File: src/rpi_regs.vh
// Register offsets, field positions, reset values for the receive-port event block
`ifndef RPI_REGS_VH
`define RPI_REGS_VH

`define RPI_ADDR_PORT_SEL   8'h4C
`define RPI_ADDR_EVT_EN     8'hD9
`define RPI_ADDR_EVT_STS    8'hDB
`define RPI_ADDR_GPIO_STS   8'hDC
`define RPI_ADDR_GPIO_EN    8'hDD
`define RPI_ADDR_SEN_RISE   8'hDE
`define RPI_ADDR_SEN_FALL   8'hDF
`define RPI_ADDR_ID0        8'hF0

`define RPI_BIT_LINE_LEN    6
`define RPI_BIT_LINE_TOT    5
`define RPI_BIT_OVERFLOW    4
`define RPI_BIT_PARITY      2
`define RPI_BIT_PORT_VALID  1
`define RPI_BIT_LOCK        0

`define RPI_EVT_USED_MASK   8'h77
`define RPI_RST_BYTE        8'h00
`define RPI_RD_ZERO         8'h00

`define RPI_PSEL_W          2
`define RPI_RST_PSEL        2'h0

// Arbitrary identification value, not tied to any real part
`define RPI_ID0_VALUE       8'hA7

`endif

File: src/rpi_edge_latch.v
// Sticky rise and fall edge latches with per-bit enables and clear on read
`timescale 1ns/1ps
module rpi_edge_latch #(
  parameter W = 8
) (
  input  wire         sys_clk,     // System clock
  input  wire         reset,       // Synchronous reset, active high
  input  wire [W-1:0] level,       // Watched levels, same clock
  input  wire [W-1:0] rise_en,     // Rising edge enables
  input  wire [W-1:0] fall_en,     // Falling edge enables
  input  wire         clear_rise,  // Clear rise latches, pulse
  input  wire         clear_fall,  // Clear fall latches, pulse
  output reg  [W-1:0] rise_latch,  // Latched rising edges
  output reg  [W-1:0] fall_latch   // Latched falling edges
);

  reg [W-1:0] prev_r;
  reg         primed_r;

  // No edge is seen on the first cycle after reset, so a level already high is not a rise
  wire [W-1:0] rise_hit = primed_r ? (level & ~prev_r & rise_en) : {W{1'b0}};
  wire [W-1:0] fall_hit = primed_r ? (~level & prev_r & fall_en) : {W{1'b0}};

  always @(posedge sys_clk) begin
    if (reset) begin
      prev_r     <= {W{1'b0}};
      primed_r   <= 1'b0;
      rise_latch <= {W{1'b0}};
      fall_latch <= {W{1'b0}};
    end else begin
      prev_r     <= level;
      primed_r   <= 1'b1;
      // Set wins over a clear in the same cycle
      rise_latch <= (rise_latch & ~{W{clear_rise}}) | rise_hit;
      fall_latch <= (fall_latch & ~{W{clear_fall}}) | fall_hit;
    end
  end

endmodule

File: src/rpi_port_events.v
// Per-port sticky event status byte with two read-clear groups
`timescale 1ns/1ps
`include "rpi_regs.vh"
module rpi_port_events (
  input  wire       sys_clk,              // System clock
  input  wire       reset,                // Synchronous reset, active high
  input  wire       line_length_changed,  // Line length change pulse
  input  wire       line_total_changed,   // Lines per frame change pulse
  input  wire       overflow_flag,        // Receive buffer overflow pulse
  input  wire       link_parity_error,    // Link parity error pulse
  input  wire       port_valid,           // Port valid level
  input  wire       lock_state,           // Link lock level
  input  wire       clear_one,            // First status register read, pulse
  input  wire       clear_two,            // Second status register read, pulse
  output reg  [7:0] event_bits            // Latched event status
);

  reg prev_valid_r;
  reg prev_lock_r;
  reg primed_r;

  wire valid_chg = primed_r & (port_valid ^ prev_valid_r);
  wire lock_chg  = primed_r & (lock_state ^ prev_lock_r);

  reg [7:0] set_v;
  reg [7:0] clr_v;

  always @* begin
    set_v = `RPI_RST_BYTE;
    clr_v = `RPI_RST_BYTE;
    set_v[`RPI_BIT_LINE_LEN]   = line_length_changed;
    set_v[`RPI_BIT_LINE_TOT]   = line_total_changed;
    set_v[`RPI_BIT_OVERFLOW]   = overflow_flag;
    set_v[`RPI_BIT_PARITY]     = link_parity_error;
    set_v[`RPI_BIT_PORT_VALID] = valid_chg;
    set_v[`RPI_BIT_LOCK]       = lock_chg;
    clr_v[`RPI_BIT_LINE_LEN]   = clear_two;
    clr_v[`RPI_BIT_LINE_TOT]   = clear_two;
    clr_v[`RPI_BIT_OVERFLOW]   = clear_two;
    clr_v[`RPI_BIT_PARITY]     = clear_one;
    clr_v[`RPI_BIT_PORT_VALID] = clear_one;
    clr_v[`RPI_BIT_LOCK]       = clear_one;
  end

  always @(posedge sys_clk) begin
    if (reset) begin
      prev_valid_r <= 1'b0;
      prev_lock_r  <= 1'b0;
      primed_r     <= 1'b0;
      event_bits   <= `RPI_RST_BYTE;
    end else begin
      prev_valid_r <= port_valid;
      prev_lock_r  <= lock_state;
      primed_r     <= 1'b1;
      // Set wins over clear; reserved bits forced low
      event_bits   <= ((event_bits & ~clr_v) | set_v) & `RPI_EVT_USED_MASK;
    end
  end

endmodule

File: src/rpi_top.v
// Receive-port event status block: paged per-port latches, enables, identity byte
//
// Operation
// - Line length change sets status bit 6; reading second status register clears it.
// - Lines per frame change sets status bit 5; second status read clears it.
// - Buffer overflow sets status bit 4; second status read clears it.
// - Link parity error sets status bit 2; first status read clears it.
// - Port valid change sets status bit 1; first status read clears it.
// - Lock change sets status bit 0; first status read clears it.
// - GPIO status bits 7..4 latch GPIO 3..0 events; reading register clears them.
// - GPIO status bits 3..0 show current forward GPIO 3..0 levels.
// - Odd GPIO enable bits 7,5,3,1 enable falling edge for GPIO 3..0.
// - Even GPIO enable bits 6,4,2,0 enable rising edge for GPIO 3..0.
// - Enabled rising sensor transitions latch in rise status; read clears.
// - Enabled falling sensor transitions latch in fall status; read clears.
// - Enable and status registers exist per port; port select register picks the accessed copy.
// - Read-only identity byte returns a fixed value on every read.
// - An event status bit interrupts only when its enable bit is set; latched GPIO and sensor bits always interrupt.
`timescale 1ns/1ps
`include "rpi_regs.vh"
module rpi_top #(
  parameter       NPORTS = 4,
  parameter [7:0] ID0    = `RPI_ID0_VALUE  // Arbitrary value
) (
  input  wire                  sys_clk,             // System clock, 125 MHz
  input  wire                  reset,               // Synchronous reset, active high
  input  wire [7:0]            reg_addr,            // Register offset
  input  wire [7:0]            reg_wdata,           // Write data
  input  wire                  reg_wr,              // Write strobe, pulse
  input  wire                  reg_rd,              // Read strobe, pulse
  output reg  [7:0]            reg_rdata,           // Read data
  output reg                   reg_rvalid,          // Read data valid, pulse
  output wire [`RPI_PSEL_W-1:0] port_page,          // Selected port
  input  wire [NPORTS-1:0]     line_length_changed, // Per-port pulses
  input  wire [NPORTS-1:0]     line_total_changed,  // Per-port pulses
  input  wire [NPORTS-1:0]     overflow_flag,       // Per-port pulses
  input  wire [NPORTS-1:0]     link_parity_error,   // Per-port pulses
  input  wire [NPORTS-1:0]     port_valid,          // Per-port levels
  input  wire [NPORTS-1:0]     lock_state,          // Per-port levels
  input  wire [NPORTS-1:0]     rx_status_one_rd,    // First status read, per port
  input  wire [NPORTS-1:0]     rx_status_two_rd,    // Second status read, per port
  input  wire [NPORTS*4-1:0]   fwd_pin_levels,      // Forward GPIO levels, 4 per port
  input  wire [NPORTS*8-1:0]   sensor_state_bits,   // Sensor status, 8 per port
  input  wire [NPORTS*8-1:0]   sensor_rise_select,  // Rise masks, 8 per port
  input  wire [NPORTS*8-1:0]   sensor_fall_select,  // Fall masks, 8 per port
  output reg  [NPORTS-1:0]     port_irq             // Per-port request
);

  function addr_is;
    input [7:0] a;
    input [7:0] target;
    begin
      addr_is = (a == target);
    end
  endfunction

  ////////////////////////////////////////////////////////////////////////////
  // Port select

  reg [`RPI_PSEL_W-1:0] port_sel_r;

  always @(posedge sys_clk) begin
    if (reset) begin
      port_sel_r <= `RPI_RST_PSEL;
    end else if (reg_wr && addr_is(reg_addr, `RPI_ADDR_PORT_SEL)) begin
      port_sel_r <= reg_wdata[`RPI_PSEL_W-1:0];
    end
  end

  assign port_page = port_sel_r;

  ////////////////////////////////////////////////////////////////////////////
  // Per-port copies

  wire [NPORTS*8-1:0] evt_flat;
  wire [NPORTS*8-1:0] en_flat;
  wire [NPORTS*8-1:0] gpio_flat;
  wire [NPORTS*8-1:0] rise_flat;
  wire [NPORTS*8-1:0] fall_flat;
  wire [NPORTS-1:0]   irq_nxt;

  genvar p;
  generate
    for (p = 0; p < NPORTS; p = p + 1) begin : g_port
      wire       sel_p = ({{(32-`RPI_PSEL_W){1'b0}}, port_sel_r} == p);
      wire       rd_p  = reg_rd & sel_p;
      wire       wr_p  = reg_wr & sel_p;
      reg  [7:0] evt_en_r;
      reg  [7:0] gpio_en_r;
      wire [7:0] evt_bits;
      wire [3:0] gpio_rise;
      wire [3:0] gpio_fall;
      wire [7:0] sen_rise;
      wire [7:0] sen_fall;

      always @(posedge sys_clk) begin
        if (reset) begin
          evt_en_r  <= `RPI_RST_BYTE;
          gpio_en_r <= `RPI_RST_BYTE;
        end else begin
          if (wr_p && addr_is(reg_addr, `RPI_ADDR_EVT_EN)) begin
            evt_en_r <= reg_wdata & `RPI_EVT_USED_MASK;
          end
          if (wr_p && addr_is(reg_addr, `RPI_ADDR_GPIO_EN)) begin
            gpio_en_r <= reg_wdata;
          end
        end
      end

      rpi_port_events u_events (
        .sys_clk             (sys_clk),
        .reset               (reset),
        .line_length_changed (line_length_changed[p]),
        .line_total_changed  (line_total_changed[p]),
        .overflow_flag       (overflow_flag[p]),
        .link_parity_error   (link_parity_error[p]),
        .port_valid          (port_valid[p]),
        .lock_state          (lock_state[p]),
        .clear_one           (rx_status_one_rd[p]),
        .clear_two           (rx_status_two_rd[p]),
        .event_bits          (evt_bits)
      );

      // Enables interleave per pin: fall on odd bit, rise on even bit
      rpi_edge_latch #(.W(4)) u_gpio (
        .sys_clk    (sys_clk),
        .reset      (reset),
        .level      (fwd_pin_levels[p*4 +: 4]),
        .rise_en    ({gpio_en_r[6], gpio_en_r[4], gpio_en_r[2], gpio_en_r[0]}),
        .fall_en    ({gpio_en_r[7], gpio_en_r[5], gpio_en_r[3], gpio_en_r[1]}),
        .clear_rise (rd_p && addr_is(reg_addr, `RPI_ADDR_GPIO_STS)),
        .clear_fall (rd_p && addr_is(reg_addr, `RPI_ADDR_GPIO_STS)),
        .rise_latch (gpio_rise),
        .fall_latch (gpio_fall)
      );

      rpi_edge_latch #(.W(8)) u_sensor (
        .sys_clk    (sys_clk),
        .reset      (reset),
        .level      (sensor_state_bits[p*8 +: 8]),
        .rise_en    (sensor_rise_select[p*8 +: 8]),
        .fall_en    (sensor_fall_select[p*8 +: 8]),
        .clear_rise (rd_p && addr_is(reg_addr, `RPI_ADDR_SEN_RISE)),
        .clear_fall (rd_p && addr_is(reg_addr, `RPI_ADDR_SEN_FALL)),
        .rise_latch (sen_rise),
        .fall_latch (sen_fall)
      );

      assign evt_flat[p*8 +: 8]  = evt_bits;
      assign en_flat[p*8 +: 8]   = evt_en_r;
      assign gpio_flat[p*8 +: 8] = {gpio_rise | gpio_fall, fwd_pin_levels[p*4 +: 4]};
      assign rise_flat[p*8 +: 8] = sen_rise;
      assign fall_flat[p*8 +: 8] = sen_fall;
      // GPIO and sensor latches are already gated by their own enables
      assign irq_nxt[p] = (|(evt_bits & evt_en_r)) | (|gpio_rise) | (|gpio_fall)
                        | (|sen_rise) | (|sen_fall);
    end
  endgenerate

  always @(posedge sys_clk) begin
    if (reset) begin
      port_irq <= {NPORTS{1'b0}};
    end else begin
      port_irq <= irq_nxt;
    end
  end

  ////////////////////////////////////////////////////////////////////////////
  // Read path, data captured before the read-clear takes effect

  reg [7:0] rd_mux;

  always @* begin
    case (reg_addr)
      `RPI_ADDR_PORT_SEL: rd_mux = {{(8-`RPI_PSEL_W){1'b0}}, port_sel_r};
      `RPI_ADDR_EVT_EN:   rd_mux = en_flat[port_sel_r*8 +: 8];
      `RPI_ADDR_EVT_STS:  rd_mux = evt_flat[port_sel_r*8 +: 8];
      `RPI_ADDR_GPIO_STS: rd_mux = gpio_flat[port_sel_r*8 +: 8];
      `RPI_ADDR_SEN_RISE: rd_mux = rise_flat[port_sel_r*8 +: 8];
      `RPI_ADDR_SEN_FALL: rd_mux = fall_flat[port_sel_r*8 +: 8];
      `RPI_ADDR_ID0:      rd_mux = ID0;
      default:            rd_mux = `RPI_RD_ZERO;                  // Write-only and unmapped
    endcase
  end

  always @(posedge sys_clk) begin
    if (reset) begin
      reg_rdata  <= `RPI_RD_ZERO;
      reg_rvalid <= 1'b0;
    end else begin
      reg_rvalid <= reg_rd;
      if (reg_rd) begin
        reg_rdata <= rd_mux;
      end
    end
  end

endmodule

File: config.mk
export PLATFORM = sky130hd
export DESIGN_NAME = rpi_top
export DESIGN_NICKNAME = d
export VERILOG_FILES = /design/src/rpi_edge_latch.v /design/src/rpi_port_events.v /design/src/rpi_top.v
export VERILOG_INCLUDE_DIRS = /design/src
export SDC_FILE = /design/constraint.sdc
export NUM_CORES = 1
export LEC_CHECK = 0
export ABC_AREA = 0
export BUFFER_PORTS_ARGS = -buffer_cell sky130_fd_sc_hd__buf_2
export CORE_ASPECT_RATIO = 1.4
export CORE_MARGIN = 10
export CORE_UTILIZATION = 51
export CTS_BUF_LIST = sky130_fd_sc_hd__clkbuf_16
export DETAILED_ROUTE_END_ITERATION = 8
export PLACE_DENSITY = 0.76
export SLEW_MARGIN = 20
export SYNTH_ARGS = -nofsm -noshare
export SYNTH_HDL_FRONTEND = slang
export SYNTH_SLANG_ARGS = --single-unit
export TNS_END_PERCENT = 30
File: constraint.sdc
create_clock -name sys_clk -period 2 [get_ports sys_clk]
set_clock_uncertainty 0.15 [all_clocks]
set_input_delay 0.1 -clock sys_clk [delete_from_list [all_inputs] [get_ports sys_clk]]
set_output_delay 0.1 -clock sys_clk [all_outputs]
set_load 0.02 [all_outputs]
After elaboration in Yosys (flattened, before gate mapping)
Index checks and enable logic that the tools add are counted.
W data, S select, Z words.
{"block": "word_totals", "input_bits": 164, "wordCells": 277, "ff_bits": 248, "output_inout_bits": 15}
{"block": "classes", "eq_ne": 11, "reduce_logical": 42, "bitwise": 152, "shift": 5, "n_mux": 18}
{"op": "$and A8 B8 Y8", "n": 24}
{"op": "$shiftx A32 B6 Y8", "n": 5}
{"op": "$not A8 Y8", "n": 16}
{"op": "$and A4 B4 Y4", "n": 24}
{"op": "$reduce_or A8 Y1", "n": 12}
{"op": "$mux W8", "n": 8}
{"op": "$or A8 B8 Y8", "n": 8}
{"op": "$and A7 B7 Y7", "n": 8}
{"op": "$eq A8 B8 Y1 const B", "n": 7}
{"op": "$pmux W8 S7", "n": 1}
{"op": "$not A4 Y4", "n": 12}
{"op": "$or A4 B4 Y4", "n": 12}
{"op": "$mux W4", "n": 8}
{"op": "$reduce_or A4 Y1", "n": 8}
{"op": "$not A7 Y7", "n": 4}
{"op": "$or A7 B7 Y7", "n": 4}
{"op": "$logic_and A1 B1 Y1", "n": 21}
{"op": "$and A1 B1 Y1", "n": 16}
{"op": "$or A1 B1 Y1", "n": 16}
{"op": "$eq A8 B7 Y1 const B", "n": 1}
{"op": "$xor A1 B1 Y1", "n": 8}
{"op": "$eq A2 B2 Y1 const B", "n": 2}
{"op": "$eq A2 B1 Y1 const B", "n": 1}
{"op": "$logic_not A2 Y1", "n": 1}
{"op": "$mux W1", "n": 1}

Depth between registers and ports, before layout
{"block": "depth", "word_depth": 6, "mapped_depth": 9, "ltp_nobuf": 6}

Modules after synthesis
From an unflattened synthesis, not the netlist that was laid out.
{"block": "unflattened", "cells_unflattened": 1224, "hier_area_um2": 11120.7}
{"module": "rpi_top", "area_per_inst_um2": 4304.1, "cells_per_inst": 584, "n_inst": 1, "seq_area_each_um2": 1421.4}
{"module": "rpi_edge_latch (g_port[0].u_sensor ...)", "area_per_inst_um2": 910.9, "cells_per_inst": 86, "n_inst": 4, "seq_area_each_um2": 500.5}
{"module": "rpi_edge_latch (g_port[0].u_gpio ...)", "area_per_inst_um2": 461.7, "cells_per_inst": 44, "n_inst": 4, "seq_area_each_um2": 260.2}
{"module": "rpi_port_events", "area_per_inst_um2": 331.6, "cells_per_inst": 30, "n_inst": 4, "seq_area_each_um2": 180.2}

Worst setup path after synthesis
No wires, ideal clock.
{"block": "synth_path", "path_type": "register to register", "from": "reg port_sel_r[0] (netlist: port_page[0])", "to": "reg reg_rdata[5]", "stages_incl_launch_ff": 9, "synth_period_minus_slack_ps": 1965, "t_arrival_ps": 1681, "path_buffers": 2, "required_time_ps": 1716, "setup_ps": 134, "slack_ps": 35, "path_cell_list": "dfxtp_1 -> clkbuf_1 -> or2_0 -> clkbuf_1 -> a21o_1 -> a221oi_1 -> nor2_1 -> o2111ai_1 -> o22ai_1"}
{"block": "synth_via", "elab_chain_len": 2, "elab_cells_between_ends": 6, "classes_between": "shift: 5; mux: 1"}
{"element": "start, declared", "line_no": "rpi_top.v:60", "text": "reg [`RPI_PSEL_W-1:0] port_sel_r;"}
{"element": "start signal, assigned", "line_no": "rpi_top.v:64", "text": "port_sel_r <= `RPI_RST_PSEL;"}
{"element": "start signal, assigned", "line_no": "rpi_top.v:66", "text": "port_sel_r <= reg_wdata[`RPI_PSEL_W-1:0];"}
{"element": "$shiftx A32 B6 Y8, on equally long branches"}
{"element": "$pmux W8 S7 (*)", "line_no": "rpi_top.v:174", "text": "case (reg_addr)"}
{"element": "end signal, assigned", "line_no": "rpi_top.v:188", "text": "reg_rdata <= `RPI_RD_ZERO;"}
{"element": "end signal, assigned", "line_no": "rpi_top.v:193", "text": "reg_rdata <= rd_mux;"}
{"element": "end, declared", "line_no": "rpi_top.v:31", "text": "output reg [7:0] reg_rdata,"}
Every way passes the cells marked *; elsewhere a longest branch is shown, timed or not.
A chain may end at the register's enable or synchronous reset.

Worst setup path in the final report
{"block": "layout_path", "from": "reg port_sel_r[1] (netlist: port_page[1])", "to": "reg reg_rdata[0]"}
Same word-level chain as after synthesis.

==> impl_metrics.tcl <==
set metrics [dict create \
    initial_core_util_pct 51.9 \
    async_reset_ff_share_pct 0 \
    p_comb_share_pct 10.7 \
    drv_cap 0 \
    grt_start_max_net_pins 130 \
    cts.clk_slew.worst_paths_ps 70 \
    die_w_um 142 \
    synth_edf_count 0 \
    hold_slack_ps 51.9 \
    synthToLayoutAreaGrowth_pct 37.9 \
    timing.rr.start "port_page[1]$_SDFFE_PP0P_" \
    grt-ovfl-total 0 \
    cp.depth 6 \
    fin_crit_ps 1910 \
    power_density_nw_per_um2 736 \
    first_iter_violations 898 \
    synth_compound_area_share_pct 18.5 \
    worstSetupEndpointType "flop" \
    drcViolationCount 0 \
    fin_crit_sh_pct 95.5 \
    crit_path_max_fanout 13 \
    slowest_stage "a2111oi_2" \
    antenna_left 0 \
    placement_rows 62 \
    hold_class "primary input to flop" \
    dieArea_um2 27200 \
    dp_hpwl_um 25900 \
    cts_tree "yes" \
    r2r_setup_slack_ps 90 \
    worstSetupStartpoint "port_page[1]$_SDFFE_PP0P_" \
    critPathLaunchType "flop" \
    power_frac_clock_pct 41.0 \
    synth_ff_type "dfxtp_1" \
    grt_pass1_vias 11300 \
    cts_buffers 24 \
    holdPathStages 5 \
    seq_area_frac_synth_pct 46.5 \
    finalHoldViolations 0 \
    crit_end "reg_rdata[0]$_SDFFE_PP0P_" \
    max_stage_delay_ps 390 \
    fin_nets 1746 \
    port_buffers 178 \
    yosysWarnings 0 \
    first_pass_iters 8 \
    clockBufferDepth 3 \
    required_ps 2240 \
    grt.total_usage_pct 28.2 \
    rsz0062_at_grt "false" \
    multiInputGateArea_um2 5310 \
    ys_ff_latch 248 \
    layout_common_cells "246 x dfxtp_1, 177 x buf_2, 169 x nand2_1" \
    relSlewSlack_pct 53.4 \
    avgRoutedWirePerCell_um 21.4 \
    critPathArrivalTime_ps 2150 \
    power_uw 10800 \
    h-tree-depth 1 \
    ir_drop_v 0.000685 \
    drive_above_1_share_pct 20.5 \
    synth_xor_area_share_pct 0.656 \
    path_common_cell "buf_4" \
    fp.dieH_um 191 \
    seqCellArea_um2 4970 \
    wl_um 39800 \
    synthAdderAreaFrac_pct 0 \
    critPathBufInv 3 \
    clock_sinks 248 \
    syn_area_um2 10700 \
    layout_commonest_cell "dfxtp_1" \
    synthSimpleGateAreaFrac_pct 25.2 \
    synth_nets 1375 \
    slew_violations 0 \
    synth_top_family_by_area "simple AND/OR/NAND/NOR gates" \
    gp_congestion 1.03 \
    r2r_cells 6 \
    cp_top_family "buffers and inverters" \
    antenna_found_initial 3 \
    clockRootBuffer "clkbuf_16" \
    pin_count 179 \
    syn_avg_cell_area_um2 8.81 \
    vias 11000 \
    stdcell_area_um2 14700 \
    insertion_delay_ps 540 \
    switchingPower_uw 2680 \
    num-fill-cells 1495 \
    p_seq_share_pct 48.3 \
    synthCells 1211 \
    status "finished clean" \
    coreArea_um2 20600 \
    finalSetupViolCount 0 \
    grt_pass1_wl_um 61400 \
    synth.distinct_cells 58 \
    path_class "flop to flop" \
    via_per_inst 5.90 \
    fmax_mhz 523 \
    dpl-instance-area_um2 12200 \
    p_leak_uw 0.00569 \
    path_cells "buf_4, or2_1, buf_4, a2111oi_2, buf_4, o32ai_1" \
    internal_power_uw 8160 \
    worstMarginPinSlew_ps 681 \
    r2r-end "reg_rdata[0]$_SDFFE_PP0P_" \
    swShare_pct 24.7 \
    synth.mux.area_fraction_pct 5.05 \
]
## sequential cells by signal (all words and copies together), names as in the netlist, 8 cells and up
name                        count
g_port.gpio_en_r               32
g_port.u_sensor.fall_latch     32
g_port.u_sensor.prev_r         32
g_port.u_sensor.rise_latch     32
g_port.evt_en_r                24
g_port.u_events.event_bits     24
g_port.u_gpio.fall_latch       16
g_port.u_gpio.prev_r           16
g_port.u_gpio.rise_latch       16
reg_rdata                       8
## kinds of logic (layout without fill, tap and decap cells)
group,Yosys count,after routing
AO/OA/AOI/OAI,326,326
buffers and inverters,100,487
other,0,3
multiplexers,53,53
XOR/XNOR,8,8
flip-flops,248,248
AND/OR/NAND/NOR,476,476
## synthesized netlist by cell type (4+ instances only)
master	n	area, µm²
nor2b_1	58	363
o211ai_1	5	37.5
dfxtp_1	248	4960
nand4_1	10	62.6
a21o_1	12	90.1
nor2_4	4	45.0
inv_1	23	86.3
o21ai_0	54	270
o22ai_1	13	81.3
o2bb2ai_1	10	87.6
buf_1	5	18.8
a221oi_1	21	184
nand2b_1	10	62.6
mux2_2	7	78.8
a221o_1	4	40.0
nand2_1	170	638
a2111oi_0	4	35.0
a21oi_1	160	801
nand4b_1	96	841
nor2_1	68	255
buf_6	4	45.0
nor2_2	5	31.3
mux2i_1	46	460
a211oi_1	4	30.0
clkbuf_1	56	210
nand3_1	17	85.1
a21boi_0	4	30.0
a41oi_1	4	35.0
nor4_1	16	100
a22oi_1	17	128
buf_2	10	50.1
or3_1	5	31.3
xor2_1	8	70.1
o2111ai_1	4	35.0
## worst register-to-register path: cells and delay by family (launching register included)
kind / cells / cell delay, ps
simple gates: 1 / 270
flops: 1 / 330
compound gates: 2 / 450
buf+inv: 3 / 570
## power groups by stage
stage | sequential, µW | combinational (µW) | clock [µW]
floorplan | 5290 | 453 | 0
global placement | 5330 | 839 | 0
detailed placement | 5330 | 854 | 0
CTS | 5220 | 1120 | 4470
global route | 5230 | 1250 | 4690
finish | 5230 | 1160 | 4440
## worst min path at each step
stage / slack [ps] / end / startpoint
floorplan: 30 / g_port[2].u_sensor.primed_r$_DFF_P_ / reset
global placement: 150 / g_port[2].u_events.event_bits[2]$_SDFF_PP0_ / link_parity_error[2]
detailed placement: 160 / g_port[3].u_events.event_bits[5]$_SDFF_PP0_ / line_total_changed[3]
CTS: 40 / reg_rdata[0]$_SDFFE_PP0P_ / reg_addr[2]
global route: 80 / reg_rdata[0]$_SDFFE_PP0P_ / reg_addr[2]
finish: 50 / reg_rdata[0]$_SDFFE_PP0P_ / reg_addr[2]
## routing by layer
layer / wire, µm / global-route usage (%)
met1: 14100 / 29.9
met2: 20100 / 49.6
met3: 2720 / 5.14
met4: 2850 / 19.3
met5: 0 / 0
## cell type report
class / count / share of cell area (%)
Antenna cell: 3 / 0.0510
Clock buffer: 24 / 4.08
Clock inverter: 18 / 1.07
Inverter: 23 / 0.587
Multi-Input combinational cell: 863 / 36.1
Sequential cell: 248 / 33.8
Tap cell: 256 / 2.18
Timing Repair Buffer: 422 / 22.2
## timing repair
action / in CTS / in global routing
endpoints found under the setup margin: 3 / 26
hold buffers: 168 / 0
buffers inserted: 0 / 1
endpoints found under the hold margin: 238 / 0
resized for setup: 3 / 9
## per-stage QoR
| step | utilization [%] | TNS, ps | setup WS, ps | instances |
|---|---|---|---|---|
| finish | 71.6 | 0 | 89.3 | 1857 |
| floorplan | - | 0 | 35.4 | 1211 |
| global route | 71.6 | 0 | 21.9 | 1857 |
| detailed placement | 59.4 | -319 | -125 | 1643 |
| global placement | 59.4 | -113 | -59.3 | 1643 |
| CTS | 71.4 | 0 | 12.3 | 1853 |
Note: power is estimated with default switching activity, not from simulation.
